**src/swc_pkg.sv**
```systemverilog
// Package for the sleep/wake controller: states, wake sources, timing constants.
// Assumes a single 50 MHz core clock that keeps running during sleep, as this block needs it then.
package swc_pkg;

    localparam int unsigned CLK_MHZ         = 50;
    localparam int unsigned OST_TIME_US     = 20;
    localparam int unsigned OST_CYCLES      = OST_TIME_US * CLK_MHZ;
    localparam int unsigned OST_WIDTH       = 11;
    localparam int unsigned WDT_WIDTH       = 16;
    localparam int unsigned NUM_SRC         = 9;
    localparam int unsigned PC_WIDTH        = 13;
    localparam int unsigned DUMMY_CYCLES    = 2;
    localparam logic [PC_WIDTH-1:0] INT_VECTOR = 13'h0004;
    localparam logic [PC_WIDTH-1:0] PC_STEP    = 13'h0001;
    localparam logic [1:0] DUMMY_LAST          = 2'h1;

    // Wake-capable source indices
    localparam int unsigned SRC_ASYNC_TMR   = 0;
    localparam int unsigned SRC_CAPTURE     = 1;
    localparam int unsigned SRC_ADC_RC      = 2;
    localparam int unsigned SRC_EE_DONE     = 3;
    localparam int unsigned SRC_COMPARATOR  = 4;
    localparam int unsigned SRC_PIN_CHANGE  = 5;
    localparam int unsigned SRC_EXT_INT     = 6;
    localparam int unsigned SRC_BREAK       = 7;
    localparam int unsigned SRC_I2C_SLAVE   = 8;

    typedef enum logic [5:0] {
        SWC_RUN    = 6'h01,
        SWC_SLEEP  = 6'h02,
        SWC_OST    = 6'h04,
        SWC_PREF   = 6'h08,
        SWC_DUMMY  = 6'h10,
        SWC_VECTOR = 6'h20
    } swc_state_type;

endpackage

```
**src/swc_wake_if.sv**
```systemverilog
// Interface carrying the wake-source qualification between the two design modules.
// Assumes both ends share core_clk_i.
`timescale 1ns/100ps
interface swc_wake_if;
    import swc_pkg::*;
    logic [NUM_SRC-1:0] flag;
    logic [NUM_SRC-1:0] enable;
    logic               pending;
    modport ctrl (output flag, output enable, input  pending);
    modport qual (input  flag, input  enable, output pending);
endinterface

```
**src/swc_wake_qual.sv**
```systemverilog
// Qualifies wake-capable interrupt flags with their own enables.
// Assumes flags arrive already synchronised; global enable is not consulted.
`timescale 1ns/100ps
module swc_wake_qual
    import swc_pkg::*;
(
    swc_wake_if.qual wake
);
    logic [NUM_SRC-1:0] hit;

    genvar g;
    generate
        for (g = 0; g < NUM_SRC; g++) begin : g_src
            assign hit[g] = wake.flag[g] & wake.enable[g];
        end
    endgenerate

    assign wake.pending = |hit;
endmodule

```
**src/swc_ctrl.sv**
```systemverilog
// Sleep/wake controller: sleep entry, clock and pad hold, watchdog clear, wake flow.
// Assumes the core pulses sleep_exec_i while a sleep instruction executes, and
// that the external master-clear pin resets this block through resetn_i.
//
// Contract
// Sleep clears the watchdog; it keeps counting while asleep.
// Sleep entry clears power-down flag and sets timeout flag.
// Oscillator driver is off while asleep.
// Pads hold their pre-sleep state while asleep.
// Watchdog reset stays internal; master-clear pin is never driven.
// Wake on master clear (full reset), watchdog, or enabled interrupt.
// Watchdog wake clears the timeout flag.
// Power-down flag set at power-up, cleared on sleep entry.
// Only the nine listed asynchronous sources may wake the device.
// The instruction after sleep is prefetched during sleep.
// Interrupt wake needs the source enable, not the global enable.
// After interrupt wake run prefetched op, then vector if global enable.
// Software may place a no-op after sleep to skip the prefetched op.
// Watchdog is cleared on every wake, whatever the source.
// Enabled flag already set: sleep acts as no-op, nothing cleared.
// Flag set during sleep: finish sleep, clear watchdog, wake at once.
// Crystal clock wake holds watchdog cleared until start-up timer ends.
// Global-enable interrupt wake inserts two dummy cycles, then vector.
`timescale 1ns/100ps
module swc_ctrl
    import swc_pkg::*;
(
    input  wire logic                 core_clk_i,
    input  wire logic                 resetn_i,
    input  wire logic                 por_i,
    input  wire logic                 sleep_exec_i,
    input  wire logic [PC_WIDTH-1:0]  pc_i,
    input  wire logic                 global_interrupt_enable_i,
    input  wire logic [NUM_SRC-1:0]   int_flag_i,
    input  wire logic [NUM_SRC-1:0]   int_enable_i,
    input  wire logic                 wdt_enable_i,
    input  wire logic                 clrwdt_i,
    input  wire logic                 crystal_osc_i,
    input  wire logic [WDT_WIDTH-1:0] wdt_period_i,
    input  wire logic                 lp_tick_i,
    output logic                      osc_driver_en_o,
    output logic                      pad_hold_o,
    output logic                      power_down_flag_n_o,
    output logic                      timeout_flag_n_o,
    output logic [WDT_WIDTH-1:0]      watchdog_counter_o,
    output logic                      wdt_reset_o,
    output logic                      master_clear_pin_oe_o,
    output logic                      core_stall_o,
    output logic                      prefetch_o,
    output logic [PC_WIDTH-1:0]       prefetch_addr_o,
    output logic                      exec_prefetched_o,
    output logic                      dummy_cycle_o,
    output logic                      vector_jump_o,
    output logic [PC_WIDTH-1:0]       vector_addr_o
);
    // Interrupt flags come from blocks that still run during sleep
    logic [NUM_SRC-1:0] flag_meta;
    logic [NUM_SRC-1:0] flag_sync;
    logic               tick_meta;
    logic               tick_sync;
    logic               tick_prev;
    logic               tick;

    always_ff @(posedge core_clk_i) begin
        if (!resetn_i) begin
            flag_meta <= '0;
            flag_sync <= '0;
            tick_meta <= 1'b0;
            tick_sync <= 1'b0;
            tick_prev <= 1'b0;
        end else begin
            flag_meta <= int_flag_i;
            flag_sync <= flag_meta;
            tick_meta <= lp_tick_i;
            tick_sync <= tick_meta;
            tick_prev <= tick_sync;
        end
    end

    assign tick = tick_sync & ~tick_prev;

    swc_wake_if wake ();
    assign wake.flag   = flag_sync;
    assign wake.enable = int_enable_i;

    swc_wake_qual u_qual (
        .wake (wake)
    );

    swc_state_type        state;
    swc_state_type        next_state;
    logic                 pd_n;
    logic                 next_pd_n;
    logic                 to_n;
    logic                 next_to_n;
    logic [WDT_WIDTH-1:0] wdt;
    logic [WDT_WIDTH-1:0] next_wdt;
    logic [OST_WIDTH-1:0] oscillator_startup_timer;
    logic [OST_WIDTH-1:0] next_ost;
    logic [1:0]           dummy;
    logic [1:0]           next_dummy;
    logic [PC_WIDTH-1:0]  pref_addr;
    logic [PC_WIDTH-1:0]  next_pref_addr;
    logic                 wdt_rst;
    logic                 next_wdt_rst;
    logic                 wdt_expired;

    assign wdt_expired = wdt_enable_i && (wdt >= wdt_period_i);

    always_comb begin
        next_state     = state;
        next_pd_n      = pd_n;
        next_to_n      = to_n;
        next_wdt       = wdt;
        next_ost       = oscillator_startup_timer;
        next_dummy     = dummy;
        next_pref_addr = pref_addr;
        next_wdt_rst   = 1'b0;
        if (!wdt_enable_i || clrwdt_i) begin
            next_wdt = '0;
        end else if (tick) begin
            next_wdt = wdt + 1'b1;
        end
        case (state)
            SWC_RUN: begin
                if (sleep_exec_i && !wake.pending) begin
                    next_wdt       = '0;
                    next_pd_n      = 1'b0;
                    next_to_n      = 1'b1;
                    next_pref_addr = pc_i + PC_STEP;
                    next_state     = SWC_SLEEP;
                end else if (wdt_expired) begin
                    next_to_n    = 1'b0;
                    next_wdt     = '0;
                    next_wdt_rst = 1'b1;
                end
            end
            SWC_SLEEP: begin
                if (wdt_expired || wake.pending) begin
                    if (wdt_expired) begin
                        next_to_n = 1'b0;
                    end
                    next_wdt   = '0;
                    next_ost   = '0;
                    next_state = crystal_osc_i ? SWC_OST : SWC_PREF;
                end
            end
            SWC_OST: begin
                next_wdt = '0;
                if (oscillator_startup_timer == OST_WIDTH'(OST_CYCLES - 1)) begin
                    next_state = SWC_PREF;
                end else begin
                    next_ost = oscillator_startup_timer + 1'b1;
                end
            end
            SWC_PREF: begin
                next_dummy = '0;
                if (global_interrupt_enable_i && wake.pending) begin
                    next_state = SWC_DUMMY;
                end else begin
                    next_state = SWC_RUN;
                end
            end
            SWC_DUMMY: begin
                if (dummy == DUMMY_LAST) begin
                    next_state = SWC_VECTOR;
                end else begin
                    next_dummy = dummy + 1'b1;
                end
            end
            SWC_VECTOR: begin
                next_state = SWC_RUN;
            end
            default: begin
                next_state = SWC_RUN;
            end
        endcase
    end

    always_ff @(posedge core_clk_i) begin
        if (!resetn_i) begin
            state     <= SWC_RUN;
            wdt       <= '0;
            oscillator_startup_timer       <= '0;
            dummy     <= '0;
            pref_addr <= '0;
            wdt_rst   <= 1'b0;
        end else begin
            state     <= next_state;
            wdt       <= next_wdt;
            oscillator_startup_timer       <= next_ost;
            dummy     <= next_dummy;
            pref_addr <= next_pref_addr;
            wdt_rst   <= next_wdt_rst;
        end
    end

    // Status flags survive master clear; power-on sets both, and sleep entry also sets to_n
    always_ff @(posedge core_clk_i) begin
        if (por_i) begin
            pd_n <= 1'b1;
            to_n <= 1'b1;
        end else begin
            pd_n <= next_pd_n;
            to_n <= next_to_n;
        end
    end

    // The oscillator must run while waiting out the start-up timer
    assign osc_driver_en_o       = (state != SWC_SLEEP);
    assign pad_hold_o            = (state == SWC_SLEEP) || (state == SWC_OST);
    assign master_clear_pin_oe_o = 1'b0;
    assign wdt_reset_o           = wdt_rst;
    assign power_down_flag_n_o   = pd_n;
    assign timeout_flag_n_o      = to_n;
    assign watchdog_counter_o    = wdt;
    assign core_stall_o          = (state == SWC_SLEEP) || (state == SWC_OST);
    assign prefetch_o            = (state == SWC_SLEEP);
    assign prefetch_addr_o       = pref_addr;
    assign exec_prefetched_o     = (state == SWC_PREF);
    assign dummy_cycle_o         = (state == SWC_DUMMY);
    assign vector_jump_o         = (state == SWC_VECTOR);
    assign vector_addr_o         = INT_VECTOR;
endmodule

```
**config.mk**
```make
export PLATFORM = sky130hd
export DESIGN_NAME = swc_ctrl
export DESIGN_NICKNAME = d
export VERILOG_FILES = /design/src/swc_pkg.sv /design/src/swc_wake_if.sv /design/src/swc_wake_qual.sv /design/src/swc_ctrl.sv
export SDC_FILE = /design/constraint.sdc
export NUM_CORES = 1
export LEC_CHECK = 0
export BUFFER_PORTS_ARGS = -buffer_cell sky130_fd_sc_hd__buf_2
export CORE_ASPECT_RATIO = 2
export CORE_UTILIZATION = 55
export CTS_BUF_LIST = sky130_fd_sc_hd__clkbuf_4 sky130_fd_sc_hd__clkbuf_8
export DETAILED_ROUTE_END_ITERATION = 10
export PLACE_DENSITY = 0.95
export SYNTH_ARGS = -nofsm -noshare
export SYNTH_HDL_FRONTEND = slang
export SYNTH_SLANG_ARGS = --single-unit
```
**constraint.sdc**
```tcl
create_clock -name core_clk_i -period 7.1 [get_ports core_clk_i]
set_input_delay 1.775 -clock core_clk_i [delete_from_list [all_inputs] [get_ports core_clk_i]]
set_output_delay 1.775 -clock core_clk_i [all_outputs]
set_load 0.05 [all_outputs]
```
==> flow_summary_export.csv, run 1 <==
group,metric,value,unit
power,p_int,0.000678,W
power,pwr-share-seq,0.437,
job,cap_violations,0,
placement,dp_hpwl,6.85,mm
yosys,async_flop_share,0,
timing,slew_headroom,0.523,
clock_tree,ctsLongestPathBuffers,2,
finish,final_cell_mix,"94 x buf_2, 72 x dfxtp_1, 42 x nor2_1",
drt,antenna_left,0,
yosys,ys_ff_latch,72,
yosys,yosysWarnings,0,
die,rows,42,
finish,final_common_cell,"buf_2",
power,p_per_area,233,nW/µm²
die,die_area,7180,µm²
clock_tree,clk_pin_slew_worst_paths,80,ps
yosys,synth_edf_count,0,
yosys,yosys-top-cells-area,"dfxtp_1 38%, ha_1 6.7%, and2_1 4.3%, nor2_1 4.2%, xor2_1 4.2%",
placement,place.gp.congestion,0.956,
timing,tightest_slew,710,ps
clock_tree,post-cts-setup-buffers,0,
die,die_h,119,µm
finish,layout.cells.non_filler,620,
critical_path,crit_slowest_cell,"dfxtp_1",
critical_path,path_cells,"nor2_1 -> nand3_1 -> clkinv_1 -> buf_2",
grt,grt_pass1_wl,14.7,mm
clock_tree,postCtsResizedCells,0,
power,switching_power,0.000354,W
clock_tree,clock_latency,360,ps
yosys,synth_top_area_frac,0.384,
yosys,ys.flop_type,"dfxtp_1",
critical_path,worstPathMaxFanout,12,
finish,area_delta_synth_final,18.2,%
timing,min_period,3810,ps
die,start_util,0.567,
yosys,ys_types,58,
critical_path,crit_path_start,"state[2]$_SDFFE_PN0P_",
power,swShare,0.343,
timing,setup_violations,0,
critical_path,worstPathArrival,2030,ps
hold_path,hp-class,"flip-flop to flip-flop",
critical_path,cp-start-kind,"flip-flop",
power,pwr-share-comb,0.234,
timing,tns,0,ps
grt,gr-usage-all-layers,0.269,
power,power_frac_clock,0.329,
drt,first_pass_iters,4,
critical_path,slowest_delay,470,ps
grt,antenna_found_initial,0,
drt,drc,0,
grt,grt_max_degree,37,
timing,rsz0062_at_grt,"false",
drt,wirelength,8.92,mm
clock_tree,cts_tree,"done",
die,core,6620,µm²
yosys,ys_seq_area_frac,0.384,
yosys,synth.avg_cell_area,8.61,µm²
finish,antennaDiodeCount,0,
hold_path,hp-start,"flag_meta[7]$_SDFF_PN0_",
critical_path,worst-path-buf-inv,2,
critical_path,critical_path_class,"flip-flop to output pin",
finish,nets,603,
yosys,syn_area,3760,µm²
clock_tree,cts_buffers,9,
die,io_pins,109,
yosys,synth_top_area_cell,"dfxtp_1",
timing,fmax,0.263,GHz
critical_path,required,5330,ps
critical_path,cp-end-kind,"output pin",
power,ir_drop,0.166,mV
timing,period_share,0.536,
drt,vias,3493,
drt,vias_per_cell,5.63,
grt,overflow,0,
timing,skew,10.1,ps
die,die_w,60.4,µm
clock_tree,cts_num_sinks,72,
clock_tree,root_buffer,"clkbuf_8",
timing,maxSlewViolCount,0,
drt,drt_iter0_markers,184,
placement,dp.cells,604,
yosys,synth_cells,436,
clock_tree,postCtsHoldBufs,0,
finish,drive_gt1_frac,0.227,
status,status,"finished clean",
placement,io_buffers,94,
critical_path,r2r_start,"watchdog_counter_o[0]$_SDFF_PN0_",
grt,grt_pass1_vias,3468,
clock_tree,h-tree-depth,3,
drt,post_drt_wl_per_cell,14.4,µm
power,p_leak,2.05,nW
timing,timing_hold_violations_final,0,
critical_path,crit_family,"buffers and inverters",
-- power groups by stage --
| stage | Sequential (W) | Clock [W] | Combinational, W |
|---|---|---|---|
| global placement | 0.000458 | 0 | 0.000235 |
| detailed placement | 0.000459 | 0 | 0.000241 |
| floorplan | 0.000509 | 0 | 0.000135 |
| global route | 0.000454 | 0.000359 | 0.000260 |
| CTS | 0.000450 | 0.000344 | 0.000242 |
| finish | 0.000451 | 0.000340 | 0.000242 |
-- cells by family (layout without fill, tap and decap cells) --
family / count (synthesis) / after routing / synth area share
AO/OA/AOI/OAI: 76 / 76 / 0.155
XOR/XNOR: 28 / 28 / 0.0653
adder cells (fa/ha/maj): 20 / 20 / 0.0666
buffers and inverters: 53 / 137 / 0.0690
flip-flops: 72 / 72 / 0.384
multiplexers: 2 / 2 / 0.00533
other: 2 / 14 / 0.00200
AND/OR/NAND/NOR: 183 / 183 / 0.253
-- final timing paths --
kind                                                                 end  slack (ps)  depth (start not counted)
worst min register to register                   flag_sync[7]$_SDFF_PN0_         440                          1
worst min-delay path                             flag_sync[7]$_SDFF_PN0_         440                          1
worst max register to register  oscillator_startup_timer[8]$_SDFFE_PN0P_        4370                          8
worst max-delay path                                          prefetch_o        3290                          4
-- cell usage after synthesis (all sizes together) (10+ instances only) --
cell and number:
clkbuf 11, nand3 24, and2 26, o21ai 10, nor3 11, and3 10
a21oi 12, buf 16, nand4 12, dfxtp 72, xnor2 10, inv 25
xor2 18, ha 20, nand2 37, nor2 42
-- state kept, by name (all words and copies together), names as in the netlist, 2 cells and up --
signal,cells
flag_meta,9
state,6
prefetch_addr_o,13
oscillator_startup_timer,11
flag_sync,9
watchdog_counter_o,16
dummy,2
-- per-stage QoR --
stage               area [µm²]  power (W)   util  hold WS [ps]  worst slack (ps)
finish                    4440    0.00103  0.670           436              3290
global route              4440    0.00107  0.670           447              3210
CTS                       4440    0.00104  0.670           440              3360
detailed placement        4230   0.000700  0.639           421              2990
global placement          4230   0.000692  0.639           413              3030
floorplan                 3800   0.000644      -           412              3010
-- area by class of cell --
type,count,area (µm²)
clock inverter,6,72.6
tap,88,110
clock buffer,10,138
timing repair buffer,95,478
fill,542,2180
multi-input combinational,323,2100
sequential,72,1440
inverter,26,97.6
-- metal layers --
metal | share of wire | track usage | wire length (µm)
met1 | 0.35 | 0.246 | 3080
met2 | 0.56 | 0.495 | 4970
met3 | 0.043 | 0.0575 | 386
met4 | 0.055 | 0.172 | 487
met5 | 0 | 0 | 0
Power figures use the tool's default switching activity.
==> run 2, diff against run 1 <==
CORE_UTILIZATION = 49   (was 55)
PLACE_DENSITY = 0.9   (was 0.95)
clock period = 3.5 ns   (was 7.1 ns; I/O delays follow)
==> run 2 against run 1 <==
Net effect: via count shrank 0.66%; clock power grew 100%; count of clock-buffer cells in the layout grew 1; total power grew 100%; worst setup slack lost 2700 ps; die area grew 12%; non-clock buffer count grew 2.
==> flow_summary_export.csv, run 2 (synthesized netlist as in run 1, its figures left out) <==
group,metric,value,unit
power,power_frac_clock,0.326,
die,die_area,8040,µm²
die,core,7320,µm²
critical_path,worstPathMaxFanout,12,
timing,tns,0,ps
finish,nets,605,
finish,utilization,0.607,
timing,fmax,0.341,GHz
timing,setup_violations,0,
critical_path,critical_path_class,"flip-flop to output pin",
drt,vias_per_cell,5.55,
power,pwr-share-comb,0.237,
finish,drive_gt1_frac,0.229,
timing,min_period,2930,ps
clock_tree,postCtsHoldBufs,0,
clock_tree,h-tree-depth,3,
drt,wirelength,9.17,mm
finish,fill_cells,629,
critical_path,required,2620,ps
hold_path,hp-class,"flip-flop to flip-flop",
clock_tree,post-cts-setup-buffers,0,
clock_tree,postCtsResizedCells,0,
grt,grt_pass1_vias,3502,
grt,use_met3,0.0688,
power,switching_power,0.000713,W
grt,top_usage_layer,"met2",
critical_path,slowest_delay,490,ps
drt,vias,3470,
critical_path,crit_slowest_cell,"dfxtp_1",
timing,skew,10.6,ps
finish,final_cell_mix,"94 x buf_2, 72 x dfxtp_1, 42 x nor2_1",
clock_tree,cts_buffers,9,
timing,rsz0062_at_grt,"false",
job,cap_violations,0,
clock_tree,root_buffer,"clkbuf_8",
critical_path,r2r_cells,7,
placement,io_buffers,94,
hold_path,whs_path_depth,1,
drt,drt_iter0_markers,141,
die,rows,44,
finish,multi_input_area,2100,µm²
finish,antennaDiodeCount,0,
clock_tree,clk_pin_slew_worst_paths,80,ps
critical_path,cp-start-kind,"flip-flop",
clock_tree,ctsLongestPathBuffers,2,
placement,place.gp.congestion,0.897,
grt,grt_max_degree,36,
critical_path,crit_cells,4,
critical_path,r2r_slack,880,ps
critical_path,cp-end-kind,"output pin",
die,die_h,126,µm
die,die_w,63.9,µm
finish,seq_area,1440,µm²
timing,slew_headroom,0.547,
power,pwr-share-seq,0.437,
die,start_util,0.513,
grt,overflow,0,
power,ir_drop,0.346,mV
timing,tightest_slew,677,ps
power,p_int,0.00138,W
placement,dp_hpwl,7.10,mm
grt,grt_pass1_wl,15.2,mm
critical_path,path_cells,"nor2_1 -> nand3_1 -> clkinv_1 -> buf_2",
grt,gr-usage-all-layers,0.242,
die,io_pins,109,
timing,timing_hold_violations_final,0,
critical_path,crit_family,"buffers and inverters",
clock_tree,cts_num_sinks,72,
timing,maxSlewViolCount,0,
clock_tree,cts_tree,"done",
status,status,"finished clean",
finish,area_delta_synth_final,18.4,%
grt,grt_util_met2,0.444,
grt,grt_use_met1,0.225,
power,p_per_area,470,nW/µm²
timing,period_share,0.837,
drt,post_drt_wl_per_cell,14.7,µm
drt,first_pass_iters,4,
drt,antenna_left,0,
critical_path,worstPathArrival,2050,ps
clock_tree,clock_latency,360,ps
power,swShare,0.341,
critical_path,worst-path-buf-inv,2,
finish,final_common_cell,"buf_2",
grt,antenna_found_initial,0,
drt,drc,0,
finish,largest_reg_flops,16,
power,p_leak,2.05,nW
-- run 2: cell count changes in the layout (fill, tap and decap cells not counted) --
cell	before	now
buf_4	1	3
clkbuf_4	0	1
clkinv_4	1	0
clkinvlp_4	1	2
inv_6	3	1
-- run 2: final cells by class --
class                   instances  area share
clock buffers                  11      0.0326
clock inverters                 4      0.0121
inverters                      26      0.0219
multi-input cells             323       0.472
flip-flops and latches         72       0.324
well taps                      92      0.0259
repair buffers                 97       0.111
-- run 2: through the flow --
step	power (W)	setup WS [ps]	instance area (µm²)	instances	hold slack [ps]
finish	0.00209	571	4450	625	435
global route	0.00217	413	4450	625	452
CTS	0.00209	596	4450	625	434
detailed placement	0.00142	295	4250	610	417
global placement	0.00141	346	4250	610	414
floorplan	0.00131	308	3800	448	412
-- run 2: worst paths after layout --
| check | from | endpoint |
|---|---|---|
| worst max-delay path | state[2]$_SDFFE_PN0P_ | prefetch_o |
| worst max register to register | watchdog_counter_o[13]$_SDFF_PN0_ | oscillator_startup_timer[3]$_SDFFE_PN0P_ |
| worst min-delay path | tick_meta$_SDFF_PN0_ | tick_sync$_SDFF_PN0_ |
| worst min register to register | tick_meta$_SDFF_PN0_ | tick_sync$_SDFF_PN0_ |
-- run 2: power by group through the flow --
stage | clock network (W) | logic [W] | registers (W)
final | 0.000680 | 0.000495 | 0.000913
after global routing | 0.000711 | 0.000534 | 0.000920
after CTS | 0.000683 | 0.000496 | 0.000912
after detailed placement | 0 | 0.000493 | 0.000931
after global placement | 0 | 0.000481 | 0.000928
after floorplan | 0 | 0.000274 | 0.00103
-- run 2: metal layers --
layer / part of all wire / up-vias
li1: - / 1683
met1: 0.35 / 1612
met2: 0.54 / 144
met3: 0.066 / 31
met4: 0.043 / 0
met5: 0 / -
